===== src/common/apr_defs.vh =====
// Addresses, pages, field positions and reset values of the pin router
`ifndef APR_DEFS_VH
`define APR_DEFS_VH
`define APR_P(p, b) {3'h p, 3'h b}
`define APR_ADDR_AUX 8'ha4
`define APR_ADDR_IRQ 8'hc1
`define APR_AUX_PAGES 16'h63ff
`define APR_RST 8'h00
`define APR_PG_R3 4'h0
`define APR_PG_R4 4'h1
`define APR_PG_R5 4'h2
`define APR_PG_R6 4'h3
`define APR_PG_R7 4'h4
`define APR_PG_R8 4'h5
`define APR_PG_R9 4'h6
`define APR_PG_R10 4'h7
`define APR_PG_R11 4'h8
`define APR_PG_R12 4'h9
`define APR_PG_R16 4'hd
`define APR_PG_R17 4'he
`define APR_PG_XI0 4'h0
`define APR_PG_XI1 4'h1
`define APR_BEEP 4
`define APR_UA_LO 3
`define APR_TWA 1
`define APR_T2 6
`define APR_T1 4
`define APR_C1OE 3
`define APR_C0OE 1
`define APR_P2SEL 5
`define APR_P0SEL 4
`define APR_AEXT 3
`define APR_ACKP 2
`define APR_PEXT 1
`define APR_PCKP 0
`define APR_KBH 6
`define APR_KBL 4
`define APR_MIPS 1
`define APR_BACKP 0
`define APR_PCKE 5
`define APR_ACKE 4
`define APR_CAP1 6
`define APR_CAP0 5
`define APR_BBCKP 2
`define APR_T3 0
`define APR_DBG 6
`define APR_UB 0
`define APR_SPI 4
`define APR_UA_HI 3
`define APR_P60 1
`define APR_PIN60_FAST_DRIVE 0
`define APR_TWB 4
`define APR_UBRX 3
`define APR_CEX 0
`define APR_AOUT 0
`define APR_IRQ1 6
`define APR_IRQ0 4
`define APR_IRQ1H 7
`define APR_IRQ0H 6
`endif


===== src/hdl/apr_pin_router.v =====
// Paged routing registers and the alternate-function pin multiplexer
`timescale 1ns/1ps
`include "apr_defs.vh"
// Summary of operation
// - Beeper code drives pin 4.4 with divided oscillator
// - First serial port pins from split code
// - First two-wire pins chosen by two bits
// - Timer 2 clock and control pins routed
// - Timer 1 shared pin chosen by code
// - Timer 3 clock and control pins routed
// - Comparator outputs drive pins only when enabled
// - PWM channel pairs moved by select bits
// - Counter external clock inputs pick their source
// - Counter and baud clock outputs pick pins
// - Enabled counter clock outputs toggle per overflow
// - Keypad groups of four routed by codes
// - One bit routes both master data inputs
// - Capture channels take pin or timer control
// - Debug wire taken from four source pairs
// - Second serial port pins, receive force option
// - SPI four signals mapped by two bits
// - Pin 6.0 outputs main clock, or system clock divided by 2 or 4, under RC
// - Second two-wire pins, code three shares first
// - Module I/O signals each pick one pin
// - Interrupt inputs routed by split three-bit codes
module apr_pin_router (
    input wire clk_sys,
    input wire reset_n,
    input wire [7:0] sfrAddr,
    input wire [3:0] sfrPage,
    input wire sfrWr,
    input wire sfrRd,
    input wire [7:0] sfrWrData,
    output reg [7:0] sfrRdData,
    input wire [55:0] pinIn,
    output reg [55:0] pinOut,
    output reg [55:0] pinOe,
    output wire pin60FastDrive,
    input wire sysClkIsRc,
    input wire mainClock,
    input wire lowSpeedTick,
    input wire pwmtmrOvf,
    input wire arrayOvf,
    input wire uartATx,
    input wire uartATxOe,
    output wire uartARx,
    input wire uartBTx,
    input wire uartBTxOe,
    output wire uartBRx,
    input wire twaSclLow,
    input wire twaSdaLow,
    output wire twaSclIn,
    output wire twaSdaIn,
    input wire twbSclLow,
    input wire twbSdaLow,
    output wire twbSclIn,
    output wire twbSdaIn,
    input wire tmr1Cko,
    input wire tmr1CkoOe,
    output wire tmr1In,
    input wire tmr2Cko,
    input wire tmr2CkoOe,
    output wire tmr2ClkIn,
    output wire tmr2ExIn,
    input wire tmr3Cko,
    input wire tmr3CkoOe,
    output wire tmr3ClkIn,
    output wire tmr3ExIn,
    input wire cmp0Result,
    input wire cmp1Result,
    input wire [1:0] pwmCh2Out,
    input wire [1:0] pwmCh0Out,
    input wire [1:0] pwmPairOe,
    input wire baudAClk,
    input wire baudAOe,
    input wire baudBClk,
    input wire baudBOe,
    input wire [3:0] spiOut,
    input wire [3:0] spiOe,
    output wire [3:0] spiIn,
    output wire masterIn0,
    output wire masterIn1,
    input wire [5:0] pwmModOut,
    input wire [5:0] pwmModOe,
    output wire [5:0] pwmModIn,
    input wire [1:0] arrayModOut,
    input wire [1:0] arrayModOe,
    output wire [1:0] arrayModIn,
    output wire [1:0] captureIn,
    output wire pwmtmrExtClk,
    output wire arrayExtClk,
    output wire [7:0] keypad,
    output wire irq0In,
    output wire irq1In,
    output reg debugSclIn,
    output reg debugSdaIn
);

localparam NS = 33;
integer i;
integer j;
genvar g;

// ---------------------------------------------
// Paged registers
// ---------------------------------------------
reg [7:0] aux [0:15];
reg [7:0] xi0;
reg [7:0] xi1;
wire [15:0] auxMap = `APR_AUX_PAGES;
wire auxHit = (sfrAddr == `APR_ADDR_AUX) && auxMap[sfrPage];
wire irqHit = (sfrAddr == `APR_ADDR_IRQ);

generate
    for (g = 0; g < 16; g = g + 1) begin : gReg
        localparam [3:0] PG = g;
        always @(posedge clk_sys or negedge reset_n) begin
            if (!reset_n) begin
                aux[g] <= `APR_RST;
            end else if (sfrWr && auxHit && sfrPage == PG) begin
                aux[g] <= sfrWrData;
            end
        end
    end
endgenerate

always @(posedge clk_sys or negedge reset_n) begin
    if (!reset_n) begin
        xi0 <= `APR_RST;
        xi1 <= `APR_RST;
    end else if (sfrWr && irqHit) begin
        if (sfrPage == `APR_PG_XI0) begin
            xi0 <= sfrWrData;
        end
        if (sfrPage == `APR_PG_XI1) begin
            xi1 <= sfrWrData;
        end
    end
end

always @(posedge clk_sys or negedge reset_n) begin
    if (!reset_n) begin
        sfrRdData <= 8'h00;
    end else if (sfrRd) begin
        if (auxHit) begin
            sfrRdData <= aux[sfrPage];
        end else if (irqHit && sfrPage == `APR_PG_XI0) begin
            sfrRdData <= xi0;
        end else if (irqHit && sfrPage == `APR_PG_XI1) begin
            sfrRdData <= xi1;
        end else begin
            sfrRdData <= 8'h00;
        end
    end
end

wire [7:0] r3 = aux[`APR_PG_R3];
wire [7:0] r4 = aux[`APR_PG_R4];
wire [7:0] r5 = aux[`APR_PG_R5];
wire [7:0] r6 = aux[`APR_PG_R6];
wire [7:0] r7 = aux[`APR_PG_R7];
wire [7:0] r8 = aux[`APR_PG_R8];
wire [7:0] r9 = aux[`APR_PG_R9];
wire [7:0] r10 = aux[`APR_PG_R10];
wire [7:0] r11 = aux[`APR_PG_R11];
wire [7:0] r16 = aux[`APR_PG_R16];
wire [7:0] r17 = aux[`APR_PG_R17];

wire [1:0] beeperCtrl = r3[`APR_BEEP +: 2];
wire [1:0] uartAPinsel = {r10[`APR_UA_HI], r3[`APR_UA_LO]};
wire [1:0] twowireAPinsel = r3[`APR_TWA +: 2];
wire [1:0] tmr2Pinsel = r4[`APR_T2 +: 2];
wire [1:0] tmr1Pinsel = r4[`APR_T1 +: 2];
wire [1:0] tmr3Pinsel = r8[`APR_T3 +: 2];
wire [1:0] uartBPinsel = r9[`APR_UB +: 2];
wire [1:0] twowireBPinsel = r11[`APR_TWB +: 2];
wire [1:0] spiPinsel = r10[`APR_SPI +: 2];
wire [1:0] keypadUpperSel = r6[`APR_KBH +: 2];
wire [1:0] keypadLowerSel = r6[`APR_KBL +: 2];
wire [1:0] debugWirePinsel = r9[`APR_DBG +: 2];
wire [1:0] pin60ClkoutSel = r10[`APR_P60 +: 2];
wire [2:0] irq0Pinsel = {xi1[`APR_IRQ0H], xi0[`APR_IRQ0 +: 2]};
wire [2:0] irq1Pinsel = {xi1[`APR_IRQ1H], xi0[`APR_IRQ1 +: 2]};
wire [5:0] pwmModuleOutSel = r16[`APR_CEX +: 6];
wire [1:0] arrayModuleOutSel = r17[`APR_AOUT +: 2];
assign pin60FastDrive = r10[`APR_PIN60_FAST_DRIVE];

// ---------------------------------------------
// Clock dividers
// ---------------------------------------------
reg [4:0] lsCnt;
reg [1:0] mckCnt;
reg pwmClk;
reg arrClk;
reg beepClk;
reg p60Clk;

always @(posedge clk_sys or negedge reset_n) begin
    if (!reset_n) begin
        lsCnt <= 5'h00;
        mckCnt <= 2'h0;
        pwmClk <= 1'b0;
        arrClk <= 1'b0;
    end else begin
        mckCnt <= mckCnt + 2'h1;
        if (lowSpeedTick) begin
            lsCnt <= lsCnt + 5'h01;
        end
        if (!r7[`APR_PCKE]) begin
            pwmClk <= 1'b0;
        end else if (pwmtmrOvf) begin
            pwmClk <= ~pwmClk;
        end
        if (!r7[`APR_ACKE]) begin
            arrClk <= 1'b0;
        end else if (arrayOvf) begin
            arrClk <= ~arrClk;
        end
    end
end

always @* begin
    case (beeperCtrl)
        2'h1: beepClk = lsCnt[4];
        2'h2: beepClk = lsCnt[3];
        2'h3: beepClk = lsCnt[2];
        default: beepClk = 1'b0;
    endcase
    case (pin60ClkoutSel)
        2'h1: p60Clk = mainClock;
        2'h2: p60Clk = mckCnt[0];
        2'h3: p60Clk = mckCnt[1];
        default: p60Clk = 1'b0;
    endcase
end

// ---------------------------------------------
// Pin selection tables, highest code first
// ---------------------------------------------
wire [47:0] uaTbl = {`APR_P(1,7), `APR_P(2,2), `APR_P(3,1), `APR_P(3,0),
                     `APR_P(4,4), `APR_P(4,5), `APR_P(3,0), `APR_P(3,1)};
wire [47:0] twaTbl = {`APR_P(2,2), `APR_P(2,4), `APR_P(3,1), `APR_P(3,0),
                      `APR_P(6,0), `APR_P(6,1), `APR_P(4,0), `APR_P(4,1)};
wire [47:0] t2Tbl = {`APR_P(4,5), `APR_P(4,4), `APR_P(6,0), `APR_P(3,5),
                     `APR_P(3,2), `APR_P(3,3), `APR_P(1,0), `APR_P(1,1)};
wire [23:0] t1Tbl = {`APR_P(3,3), `APR_P(1,7), `APR_P(4,5), `APR_P(3,5)};
wire [47:0] t3Tbl = {`APR_P(6,0), `APR_P(6,1), `APR_P(0,2), `APR_P(0,1),
                     `APR_P(3,3), `APR_P(3,2), `APR_P(3,3), `APR_P(3,4)};
wire [47:0] ubTbl = {`APR_P(3,4), `APR_P(3,5), `APR_P(1,0), `APR_P(1,1),
                     `APR_P(6,0), `APR_P(6,1), `APR_P(1,2), `APR_P(1,3)};
wire [47:0] twbTbl = {12'h000, `APR_P(3,0), `APR_P(3,1),
                      `APR_P(6,0), `APR_P(6,1), `APR_P(1,0), `APR_P(1,1)};
wire [95:0] spiTbl = {`APR_P(1,7), `APR_P(3,5), `APR_P(3,4), `APR_P(3,3),
                      `APR_P(3,3), `APR_P(1,5), `APR_P(1,6), `APR_P(1,7),
                      `APR_P(0,1), `APR_P(0,2), `APR_P(4,1), `APR_P(4,0),
                      `APR_P(1,4), `APR_P(1,5), `APR_P(1,6), `APR_P(1,7)};
wire [95:0] kbuTbl = {`APR_P(1,7), `APR_P(1,6), `APR_P(6,1), `APR_P(6,0),
                      `APR_P(2,6), `APR_P(2,4), `APR_P(2,3), `APR_P(2,2),
                      `APR_P(1,7), `APR_P(1,6), `APR_P(3,5), `APR_P(3,4),
                      `APR_P(1,7), `APR_P(1,6), `APR_P(1,5), `APR_P(1,4)};
wire [95:0] kblTbl = {`APR_P(4,5), `APR_P(4,4), `APR_P(4,1), `APR_P(4,0),
                      `APR_P(0,7), `APR_P(0,5), `APR_P(0,2), `APR_P(0,1),
                      `APR_P(3,3), `APR_P(3,2), `APR_P(3,1), `APR_P(3,0),
                      `APR_P(1,3), `APR_P(1,2), `APR_P(1,1), `APR_P(1,0)};
wire [47:0] irq0Tbl = {`APR_P(0,5), `APR_P(1,7), `APR_P(1,4), `APR_P(1,0),
                       `APR_P(4,0), `APR_P(3,4), `APR_P(3,0), `APR_P(3,2)};
wire [47:0] irq1Tbl = {`APR_P(0,7), `APR_P(1,0), `APR_P(1,5), `APR_P(4,5),
                       `APR_P(4,1), `APR_P(3,5), `APR_P(3,1), `APR_P(3,3)};
wire [35:0] cexA = {`APR_P(0,7), `APR_P(2,6), `APR_P(0,5),
                    `APR_P(2,4), `APR_P(2,3), `APR_P(2,2)};
wire [35:0] cexB = {`APR_P(3,5), `APR_P(3,2), `APR_P(3,4),
                    `APR_P(4,1), `APR_P(3,3), `APR_P(4,0)};

wire [11:0] uaP = uaTbl[uartAPinsel * 12 +: 12];
wire [11:0] twaP = twaTbl[twowireAPinsel * 12 +: 12];
wire [11:0] t2P = t2Tbl[tmr2Pinsel * 12 +: 12];
wire [5:0] t1P = t1Tbl[tmr1Pinsel * 6 +: 6];
wire [11:0] t3P = t3Tbl[tmr3Pinsel * 12 +: 12];
wire [11:0] ubP = ubTbl[uartBPinsel * 12 +: 12];
wire [11:0] twbP = (twowireBPinsel == 2'h3) ? twaP : twbTbl[twowireBPinsel * 12 +: 12];
wire [23:0] spiP = spiTbl[spiPinsel * 24 +: 24];
wire [23:0] kbuP = kbuTbl[keypadUpperSel * 24 +: 24];
wire [23:0] kblP = kblTbl[keypadLowerSel * 24 +: 24];
wire [5:0] pwmCkP = r5[`APR_PCKP] ? `APR_P(3,3) : `APR_P(4,7);
wire [5:0] arrCkP = r5[`APR_ACKP] ? `APR_P(3,3) : `APR_P(4,7);
wire [5:0] baCkP = r6[`APR_BACKP] ? `APR_P(4,4) : `APR_P(4,7);
wire [5:0] bbCkP = r8[`APR_BBCKP] ? `APR_P(4,5) : `APR_P(4,7);
wire [11:0] pw2P = r5[`APR_P2SEL] ? {`APR_P(3,4), `APR_P(3,5)} : {`APR_P(4,0), `APR_P(4,1)};
wire [11:0] pw0P = r5[`APR_P0SEL] ? {`APR_P(6,0), `APR_P(6,1)} : {`APR_P(1,6), `APR_P(1,7)};
wire [5:0] arr1P = arrayModuleOutSel[1] ? `APR_P(3,1) : `APR_P(6,1);
wire [5:0] arr0P = arrayModuleOutSel[0] ? `APR_P(3,0) : `APR_P(6,0);
wire [35:0] cexP;

// ---------------------------------------------
// Inputs to peripherals
// ---------------------------------------------
assign uartARx = pinIn[uaP[11:6]];
assign twaSclIn = pinIn[twaP[11:6]];
assign twaSdaIn = pinIn[twaP[5:0]];
assign twbSclIn = pinIn[twbP[11:6]];
assign twbSdaIn = pinIn[twbP[5:0]];
assign tmr2ClkIn = pinIn[t2P[11:6]];
assign tmr2ExIn = pinIn[t2P[5:0]];
assign tmr1In = pinIn[t1P];
assign tmr3ClkIn = pinIn[t3P[11:6]];
assign tmr3ExIn = pinIn[t3P[5:0]];
assign uartBRx = r11[`APR_UBRX] ? cmp0Result : pinIn[ubP[11:6]];
assign masterIn0 = r6[`APR_MIPS] ? pinIn[`APR_P(3,3)] : pinIn[`APR_P(1,6)];
assign masterIn1 = r6[`APR_MIPS] ? pinIn[`APR_P(3,5)] : pinIn[`APR_P(1,0)];
assign pwmtmrExtClk = r5[`APR_PEXT] ? pinIn[`APR_P(1,6)] : pinIn[`APR_P(0,2)];
assign arrayExtClk = r5[`APR_AEXT] ? pinIn[`APR_P(1,5)] : pwmtmrExtClk;
assign arrayModIn[1] = pinIn[arr1P];
assign arrayModIn[0] = pinIn[arr0P];
assign captureIn[1] = r8[`APR_CAP1] ? tmr2ExIn : arrayModIn[1];
assign captureIn[0] = r8[`APR_CAP0] ? tmr3ExIn : arrayModIn[0];
assign irq0In = pinIn[irq0Tbl[irq0Pinsel * 6 +: 6]];
assign irq1In = pinIn[irq1Tbl[irq1Pinsel * 6 +: 6]];

generate
    for (g = 0; g < 4; g = g + 1) begin : gQuad
        assign keypad[g] = pinIn[kblP[g * 6 +: 6]];
        assign keypad[g + 4] = pinIn[kbuP[g * 6 +: 6]];
        assign spiIn[g] = pinIn[spiP[(3 - g) * 6 +: 6]];
    end
    for (g = 0; g < 6; g = g + 1) begin : gCex
        assign cexP[g * 6 +: 6] = pwmModuleOutSel[g] ? cexB[g * 6 +: 6] : cexA[g * 6 +: 6];
        assign pwmModIn[g] = pinIn[cexP[g * 6 +: 6]];
    end
endgenerate

always @* begin
    case (debugWirePinsel)
        2'h0: begin
            debugSclIn = irq1In;
            debugSdaIn = masterIn0;
        end
        2'h1: begin
            debugSclIn = twaSclIn;
            debugSdaIn = twaSdaIn;
        end
        2'h2: begin
            debugSclIn = twbSclIn;
            debugSdaIn = twbSdaIn;
        end
        default: begin
            debugSclIn = tmr2ExIn;
            debugSdaIn = tmr3ExIn;
        end
    endcase
end

// ---------------------------------------------
// Output sources: pin, value, enable
// ---------------------------------------------
reg [5:0] sp [0:NS-1];
reg [NS-1:0] sv;
reg [NS-1:0] so;

always @* begin
    sp[0] = `APR_P(4,4);
    sv[0] = beepClk;
    so[0] = beeperCtrl != 2'h0;
    sp[1] = uaP[5:0];
    sv[1] = uartATx;
    so[1] = uartATxOe;
    sp[2] = twaP[11:6];
    sv[2] = 1'b0;
    so[2] = twaSclLow;
    sp[3] = twaP[5:0];
    sv[3] = 1'b0;
    so[3] = twaSdaLow;
    sp[4] = t2P[11:6];
    sv[4] = tmr2Cko;
    so[4] = tmr2CkoOe;
    sp[5] = t1P;
    sv[5] = tmr1Cko;
    so[5] = tmr1CkoOe;
    sp[6] = t3P[11:6];
    sv[6] = tmr3Cko;
    so[6] = tmr3CkoOe;
    sp[7] = `APR_P(0,5);
    sv[7] = cmp1Result;
    so[7] = r4[`APR_C1OE];
    sp[8] = `APR_P(4,5);
    sv[8] = cmp0Result;
    so[8] = r4[`APR_C0OE];
    sp[9] = pw2P[11:6];
    sv[9] = pwmCh2Out[0];
    so[9] = pwmPairOe[1];
    sp[10] = pw2P[5:0];
    sv[10] = pwmCh2Out[1];
    so[10] = pwmPairOe[1];
    sp[11] = pw0P[11:6];
    sv[11] = pwmCh0Out[0];
    so[11] = pwmPairOe[0];
    sp[12] = pw0P[5:0];
    sv[12] = pwmCh0Out[1];
    so[12] = pwmPairOe[0];
    sp[13] = pwmCkP;
    sv[13] = pwmClk;
    so[13] = r7[`APR_PCKE];
    sp[14] = arrCkP;
    sv[14] = arrClk;
    so[14] = r7[`APR_ACKE];
    sp[15] = baCkP;
    sv[15] = baudAClk;
    so[15] = baudAOe;
    sp[16] = bbCkP;
    sv[16] = baudBClk;
    so[16] = baudBOe;
    sp[17] = ubP[5:0];
    sv[17] = uartBTx;
    so[17] = uartBTxOe;
    for (i = 0; i < 4; i = i + 1) begin
        sp[18 + i] = spiP[(3 - i) * 6 +: 6];
        sv[18 + i] = spiOut[i];
        so[18 + i] = spiOe[i];
    end
    sp[22] = `APR_P(6,0);
    sv[22] = p60Clk;
    so[22] = sysClkIsRc && pin60ClkoutSel != 2'h0;
    sp[23] = twbP[11:6];
    sv[23] = 1'b0;
    so[23] = twbSclLow;
    sp[24] = twbP[5:0];
    sv[24] = 1'b0;
    so[24] = twbSdaLow;
    for (i = 0; i < 6; i = i + 1) begin
        sp[25 + i] = cexP[i * 6 +: 6];
        sv[25 + i] = pwmModOut[i];
        so[25 + i] = pwmModOe[i];
    end
    sp[31] = arr0P;
    sv[31] = arrayModOut[0];
    so[31] = arrayModOe[0];
    sp[32] = arr1P;
    sv[32] = arrayModOut[1];
    so[32] = arrayModOe[1];
end

// Later sources win where two claim one pin
always @* begin
    pinOut = 56'h00000000000000;
    pinOe = 56'h00000000000000;
    for (j = 0; j < NS; j = j + 1) begin
        if (so[j]) begin
            pinOut[sp[j]] = sv[j];
            pinOe[sp[j]] = 1'b1;
        end
    end
end

endmodule

===== config.mk =====
export PLATFORM = sky130hd
export DESIGN_NAME = apr_pin_router
export DESIGN_NICKNAME = d
export VERILOG_FILES = /design/src/hdl/apr_pin_router.v
export VERILOG_INCLUDE_DIRS = /design/src /design/src/common
export SDC_FILE = /design/constraint.sdc
export NUM_CORES = 1
export LEC_CHECK = 0
export BUFFER_PORTS_ARGS = -buffer_cell sky130_fd_sc_hd__buf_4
export CELL_PAD_IN_SITES_DETAIL_PLACEMENT = 2
export CELL_PAD_IN_SITES_GLOBAL_PLACEMENT = 2
export CORE_MARGIN = 2
export CORE_UTILIZATION = 35
export CTS_CLUSTER_SIZE = 10
export DETAILED_ROUTE_END_ITERATION = 16
export PLACE_DENSITY_LB_ADDON = 0.3
export SLEW_MARGIN = 0
export SYNTH_ARGS = -nofsm -noshare
export SYNTH_HDL_FRONTEND = slang
export SYNTH_SLANG_ARGS = --single-unit

===== constraint.sdc =====
create_clock -name clk_sys -period 3.5 [get_ports clk_sys]
set_input_delay 0.35 -clock clk_sys [delete_from_list [all_inputs] [get_ports clk_sys]]
set_output_delay 0.35 -clock clk_sys [all_outputs]
set_load 0.03 [all_outputs]

Yosys cells after proc, flatten, opt, wreduce, memory -nomap -nowiden --
Memories as Yosys holds them, arrays and structs flattened. Cells that the tools add are included.
Storage, ports and cells: memory bits (read-only) 16, register bits after elaboration 161, memories 1, input port bits 135, output and inout bits 162
Memories:
- (name not given) | words 16, bits a word 1, read ports 1, clocked after memory_dff 0, write ports 0, RTL line apr_pin_router.v:111 | wire auxHit = (sfrAddr == `APR_ADDR_AUX) && auxMap[sfrPage];
Operators by class: shifts and indexed selects 12, magnitude comparators 74, eq/ne operators 28, multipliers 12, mux-type cells 252, reductions and logical operators 57, bitwise operators 40, add/sub/neg operators 2
Operators with widths (count):
- two-way mux 56 bit | 58
- bitwise OR 56 bit | 29
- bitwise mux 56 bit | 25
- indexed part select 48 x 7 -> 12 bit (first input constant) | 6
- indexed part select 96 x 8 -> 24 bit (first input constant) | 3
- less-than comparator 6 x 7 -> 1 bit (second input constant) | 39
- AND 56 bit | 4
- NOT 56 bit | 4
- binary-select mux 1 bit (select 6 bit) | 33
- demux 1 bit (select 6 bit) | 29
- >= comparator 6 x 1 -> 1 bit (second input constant) | 25
- two-way mux 49 bit | 2
- indexed part select 48 x 7 -> 6 bit (first input constant) | 2
- two-way mux 38 bit | 2
- two-way mux 1 bit | 74
- two-way mux 37 bit | 2
- logical AND 1 bit | 51
- two-way mux 6 bit | 8
- multiplier 2 x 2 -> 4 bit (second input constant) | 10
- two-way mux 8 bit | 5
- two-way mux 12 bit | 3
- binary-select mux 8 bit (select 4 bit) | 1
- equality test 4 bit (second input constant) | 8
- less-than comparator 5 x 7 -> 1 bit (second input constant) | 4
- 24 further kinds | 50

Longest topological paths before layout --
depth after elaboration 67, mapped depth 12

Least setup slack after synthesis --
Ideal clock, no wire load.
path type reg2out, start register aux, in the netlist r4[5], end output port pinOut[21], setup slack 0.082 ns, arrival time 3.068 ns, path buffers 4, stages on the path, launching flop included 13, cells stage by stage dfrtp_1 clkbuf_1 buf_2 inv_1 ha_1 clkbuf_1 nor2b_1 clkbuf_1 nand2_1 mux2i_1 a21oi_1 a221oi_1 o31ai_1
On the way: word-level cells in the longest chain between the ends 58
RTL lines:
- from (decl) | RTL line apr_pin_router.v:107 | reg [7:0] aux [0:15];
- from (signal, indexed assignment) | RTL line apr_pin_router.v:119 | aux[g] <= `APR_RST;
- from (signal, indexed assignment) | RTL line apr_pin_router.v:121 | aux[g] <= sfrWrData;
- multiplier 2 x 2 -> 4 bit (*) | RTL line apr_pin_router.v:277 | wire [5:0] t1P = t1Tbl[tmr1Pinsel * 6 +: 6];
- indexed part select 24 x 6 -> 6 bit (*) | RTL line apr_pin_router.v:277
- less-than comparator 6 x 7 -> 1 bit (implied by the code) or >= comparator 6 x 1 -> 1 bit (tied branches) | RTL line apr_pin_router.v:447 | pinOut[sp[j]] = sv[j];
- logical AND 1 bit (implied by the code) | RTL line apr_pin_router.v:447
- two-way mux 1 bit (implied by the code) | RTL line apr_pin_router.v:447
- demux 1 bit (select 6 bit) (*) | RTL line apr_pin_router.v:447
- bitwise mux 56 bit (*) | RTL line apr_pin_router.v:447
- two-way mux 56 bit (*) | RTL line apr_pin_router.v:446 | if (so[j]) begin
- [... 42 more ...]
- bitwise mux 56 bit | RTL line apr_pin_router.v:447
- two-way mux 56 bit (*) | RTL line apr_pin_router.v:446
- bitwise mux 56 bit | RTL line apr_pin_router.v:447
- two-way mux 56 bit (*) | RTL line apr_pin_router.v:446
- bitwise mux 56 bit | RTL line apr_pin_router.v:447
- two-way mux 56 bit (*) | RTL line apr_pin_router.v:446
- bitwise mux 56 bit | RTL line apr_pin_router.v:447
- two-way mux 56 bit (*) | RTL line apr_pin_router.v:446
- to (decl) | RTL line apr_pin_router.v:36 | output reg [55:0] pinOut,
Mark *: on every way between the ends. The rest lies on a longest branch, timed or not.

Worst setup path in the final report --
start register aux, in the netlist r4[6], end output port debugSclIn
On the way: word-level cells in the longest chain between the ends 5
RTL lines:
- multiplier 2 x 2 -> 4 bit | RTL line apr_pin_router.v:276 | wire [11:0] t2P = t2Tbl[tmr2Pinsel * 12 +: 12];
- indexed part select 48 x 7 -> 12 bit | RTL line apr_pin_router.v:276
- binary-select mux 1 bit (select 6 bit) | RTL line apr_pin_router.v:303 | assign tmr2ExIn = pinIn[t2P[5:0]];
- two-way mux 1 bit (implied by the code) | RTL line apr_pin_router.v:303
- case mux 1 bit (3 select lines) | RTL line apr_pin_router.v:332 | case (debugWirePinsel)
- to (decl) | RTL line apr_pin_router.v:95 | output reg debugSclIn,
Every way passes these cells. The select of a mux whose other input is x is not followed.

==> out/results.tsv <==
metric	value	unit
synthSimpleGateAreaFrac	19.15	%
worstPathCellList	inv_1 > ha_2 > mux4_2 > mux4_2 > nand3_1 > nand2_1 > a211o_1 > buf_4	
grt_max_degree	59	
routed-via-count	15090	
synth_compound_area_share	13.66	%
use_met1	51.76	%
clockBufferDepth	2	
synth_top_family_by_area	multiplexers	
final_antenna_net_count	0	
syn_avg_cell_area	9.632	µm²
drc_errors	0	
portBuffers	292	
crit_path_end	debugSclIn	
dp.cells	2247	
io_pins	297	
firstDrtPassIters	6	
yosys.area_share.xor_xnor	0.4342	%
top_usage_layer	met2	
gr-usage-met2	64.38	%
critPathLaunch	r4[6]	
cellPowerDensity	279.3	nW/µm²
reg2regPathDepth	5	
fmax	0.2880	GHz
path_clk_slew	80	ps
cts_buffers	17	
crit_path_max_fanout	6	
fp.dieH	204.9	µm
slew_headroom	38.98	%
grt_pass1_vias	15920	
fin_nets	1920	
gp_congestion	1.036	
skew	14.32	ps
finalCritPeriodShare	99.19	%
hold_viol	0	
maxCapViolCount	0	
antenna_found_initial	2	
yosys_warnings	0	
htreeDepth	4	
ys.flop_type	dfrtp_1	
yosysSeqAreaShare	28.53	%
coreArea	39730	µm²
required	3150	ps
cp.depth	8	
clkSinkCount	161	
rsz0062_at_grt	yes	
timing.rr.start	r16[5]	
synth-adder-area-share	3.810	%
grtUsageMet3	7.318	%
r2r_end	sfrRdData[5]	
r2r_slack	1080	ps
yosysTopAreaCell	dfrtp_1	
p_leak	8.130	nW
status	finished clean	
insertion_delay	460	ps
routed_via_density	6.619	
top_register	aux	
final_cells	2280	
synthArstFlopShare	100.0	%
area_delta_synth_final	26.65	%
ys_ff_latch	161	
die_area	41970	µm²
hold_path_class	input pin to flip-flop	
fin_util	45.01	%
synth.distinct_cells	79	
synth_area	14120	µm²
cp-start-kind	flip-flop	
yosysTopAreaCellShare	28.53	%
cts_root_buf	clkbuf_16	
period_needed	3472	ps
cp-end-kind	output port	
start_util	35.54	%
drive_gt1_share	40.97	%
synth_edf_count	0	
cp_common_cell	mux4_2	
wl_per_cell	37.00	µm
synth.mux.area_fraction	30.09	%
final_common_cell	buf_4	
min_from	lowSpeedTick	
cpPeakStageDelay	560	ps
layout_common_cells	buf_4 (363), mux2_2 (171), dfrtp_1 (157)	
tightest_slew	912.5	ps
slowest_stage	mux4_2	
cpLargestDelayFamily	multiplexers	
stdcell_area	17880	µm²
die_w	204.9	µm
synth_area_leaders	dfrtp_1 (29%), mux2_2 (14%), mux4_2 (13%)	
cp.arrival	3120	ps
ir_drop	393.3	µV
crit_buf_inv	2	
rows	73	
grt_pass1_wl	119.8	mm
place_area	17100	µm²
gr-total-overflow	0	
synthCells	1466	
largest_register_ffs	40	
drt_iter0_drc	1582	
setup_violations	0	
wirelength	84.37	mm
postCtsSetupBuffers	0	
crit_type	flip-flop to output port	
place_hpwl	62.56	mm
slew_viol_final	0	
antenna_cells	0	
grtUsageTotal	40.14	%
tritoncts	built	
[worst min-delay path by stage]
stage / endpoint / slack, ps / cells after the start
floorplan: arrClk / 50 / 0
global placement: sfrRdData[7] / 370 / 1
detailed placement: sfrRdData[7] / 380 / 1
CTS: lsCnt[0] / 120 / 2
global route: lsCnt[0] / 140 / 2
finish: lsCnt[0] / 130 / 2
[cells in the mapped netlist (9+ instances only)]
library cell and instances:
mux4_2 84, o21ai_0 57, nand4_1 34, dfrtp_1 161, mux2i_1 42, a22oi_1 14
nand3_1 88, nand2_1 150, nand2b_1 17, a31oi_1 20, nor2_1 96, o311ai_0 9
buf_1 11, and3_1 25, nor3_1 20, clkbuf_1 76, and2_1 18, a221oi_1 11
inv_1 31, buf_2 20, mux2_2 171, ha_1 43, a21oi_1 59, nor2b_1 29
o211ai_1 17
[cells by family (layout without fill, tap and decap cells)]
kind of cell | count (synthesis) | count (layout)
AND/OR/NAND/NOR | 535 | 535
adder cells (fa/ha/maj) | 43 | 43
multiplexers | 298 | 298
AO/OA/AOI/OAI | 276 | 276
flip-flops | 161 | 161
other | 1 | 4
buffers and inverters | 145 | 431
XOR/XNOR | 7 | 7
[area by class of cell]
class / count / area (µm²)
Clock buffer: 17 / 425.4
Clock inverter: 15 / 188.9
Fill cell: 4273 / 21850
Inverter: 31 / 116.4
Multi-Input combinational cell: 1163 / 9664
Sequential cell: 161 / 4034
Tap cell: 525 / 656.9
Timing Repair Buffer: 368 / 2798
[metal layers]
| metal | vias to the layer above | share of wire [%] |
|---|---|---|
| met5 | - | 0.031 |
| met4 | 4 | 5.7 |
| met3 | 241 | 8.3 |
| met2 | 895 | 47 |
| met1 | 7848 | 39 |
| li1 | 6103 | - |
[where the power goes]
group | switching [mW] | total (mW) | internal [mW]
clock network | 0.897 | 2.04 | 1.14
registers | 0.0452 | 1.95 | 1.90
logic | 0.635 | 1.01 | 0.371
total | 1.58 | 5.00 | 3.42
[repair_timing]
| item | CTS | global route |
|---|---|---|
| setup endpoints to repair | 13 | 20 |
| hold buffers | 1 | 0 |
| resized for setup | 16 | 27 |
| gates cloned | 0 | 0 |
| hold endpoints to repair | 55 | 0 |
| pin swaps | 0 | 0 |
[through the flow]
stage	hold WS, ps	setup TNS, ps	worst slack, ps	power (mW)
after global routing	136.8	-20.19	-19.67	5.131
after floorplan	54.41	0	82.11	2.432
after global placement	371.9	0	319.9	2.912
final	127.0	0	28.37	4.995
after detailed placement	377.6	0	261.9	2.945
after CTS	116.1	-0.6728	-0.6728	4.995
(Power assumes the default switching activity.)
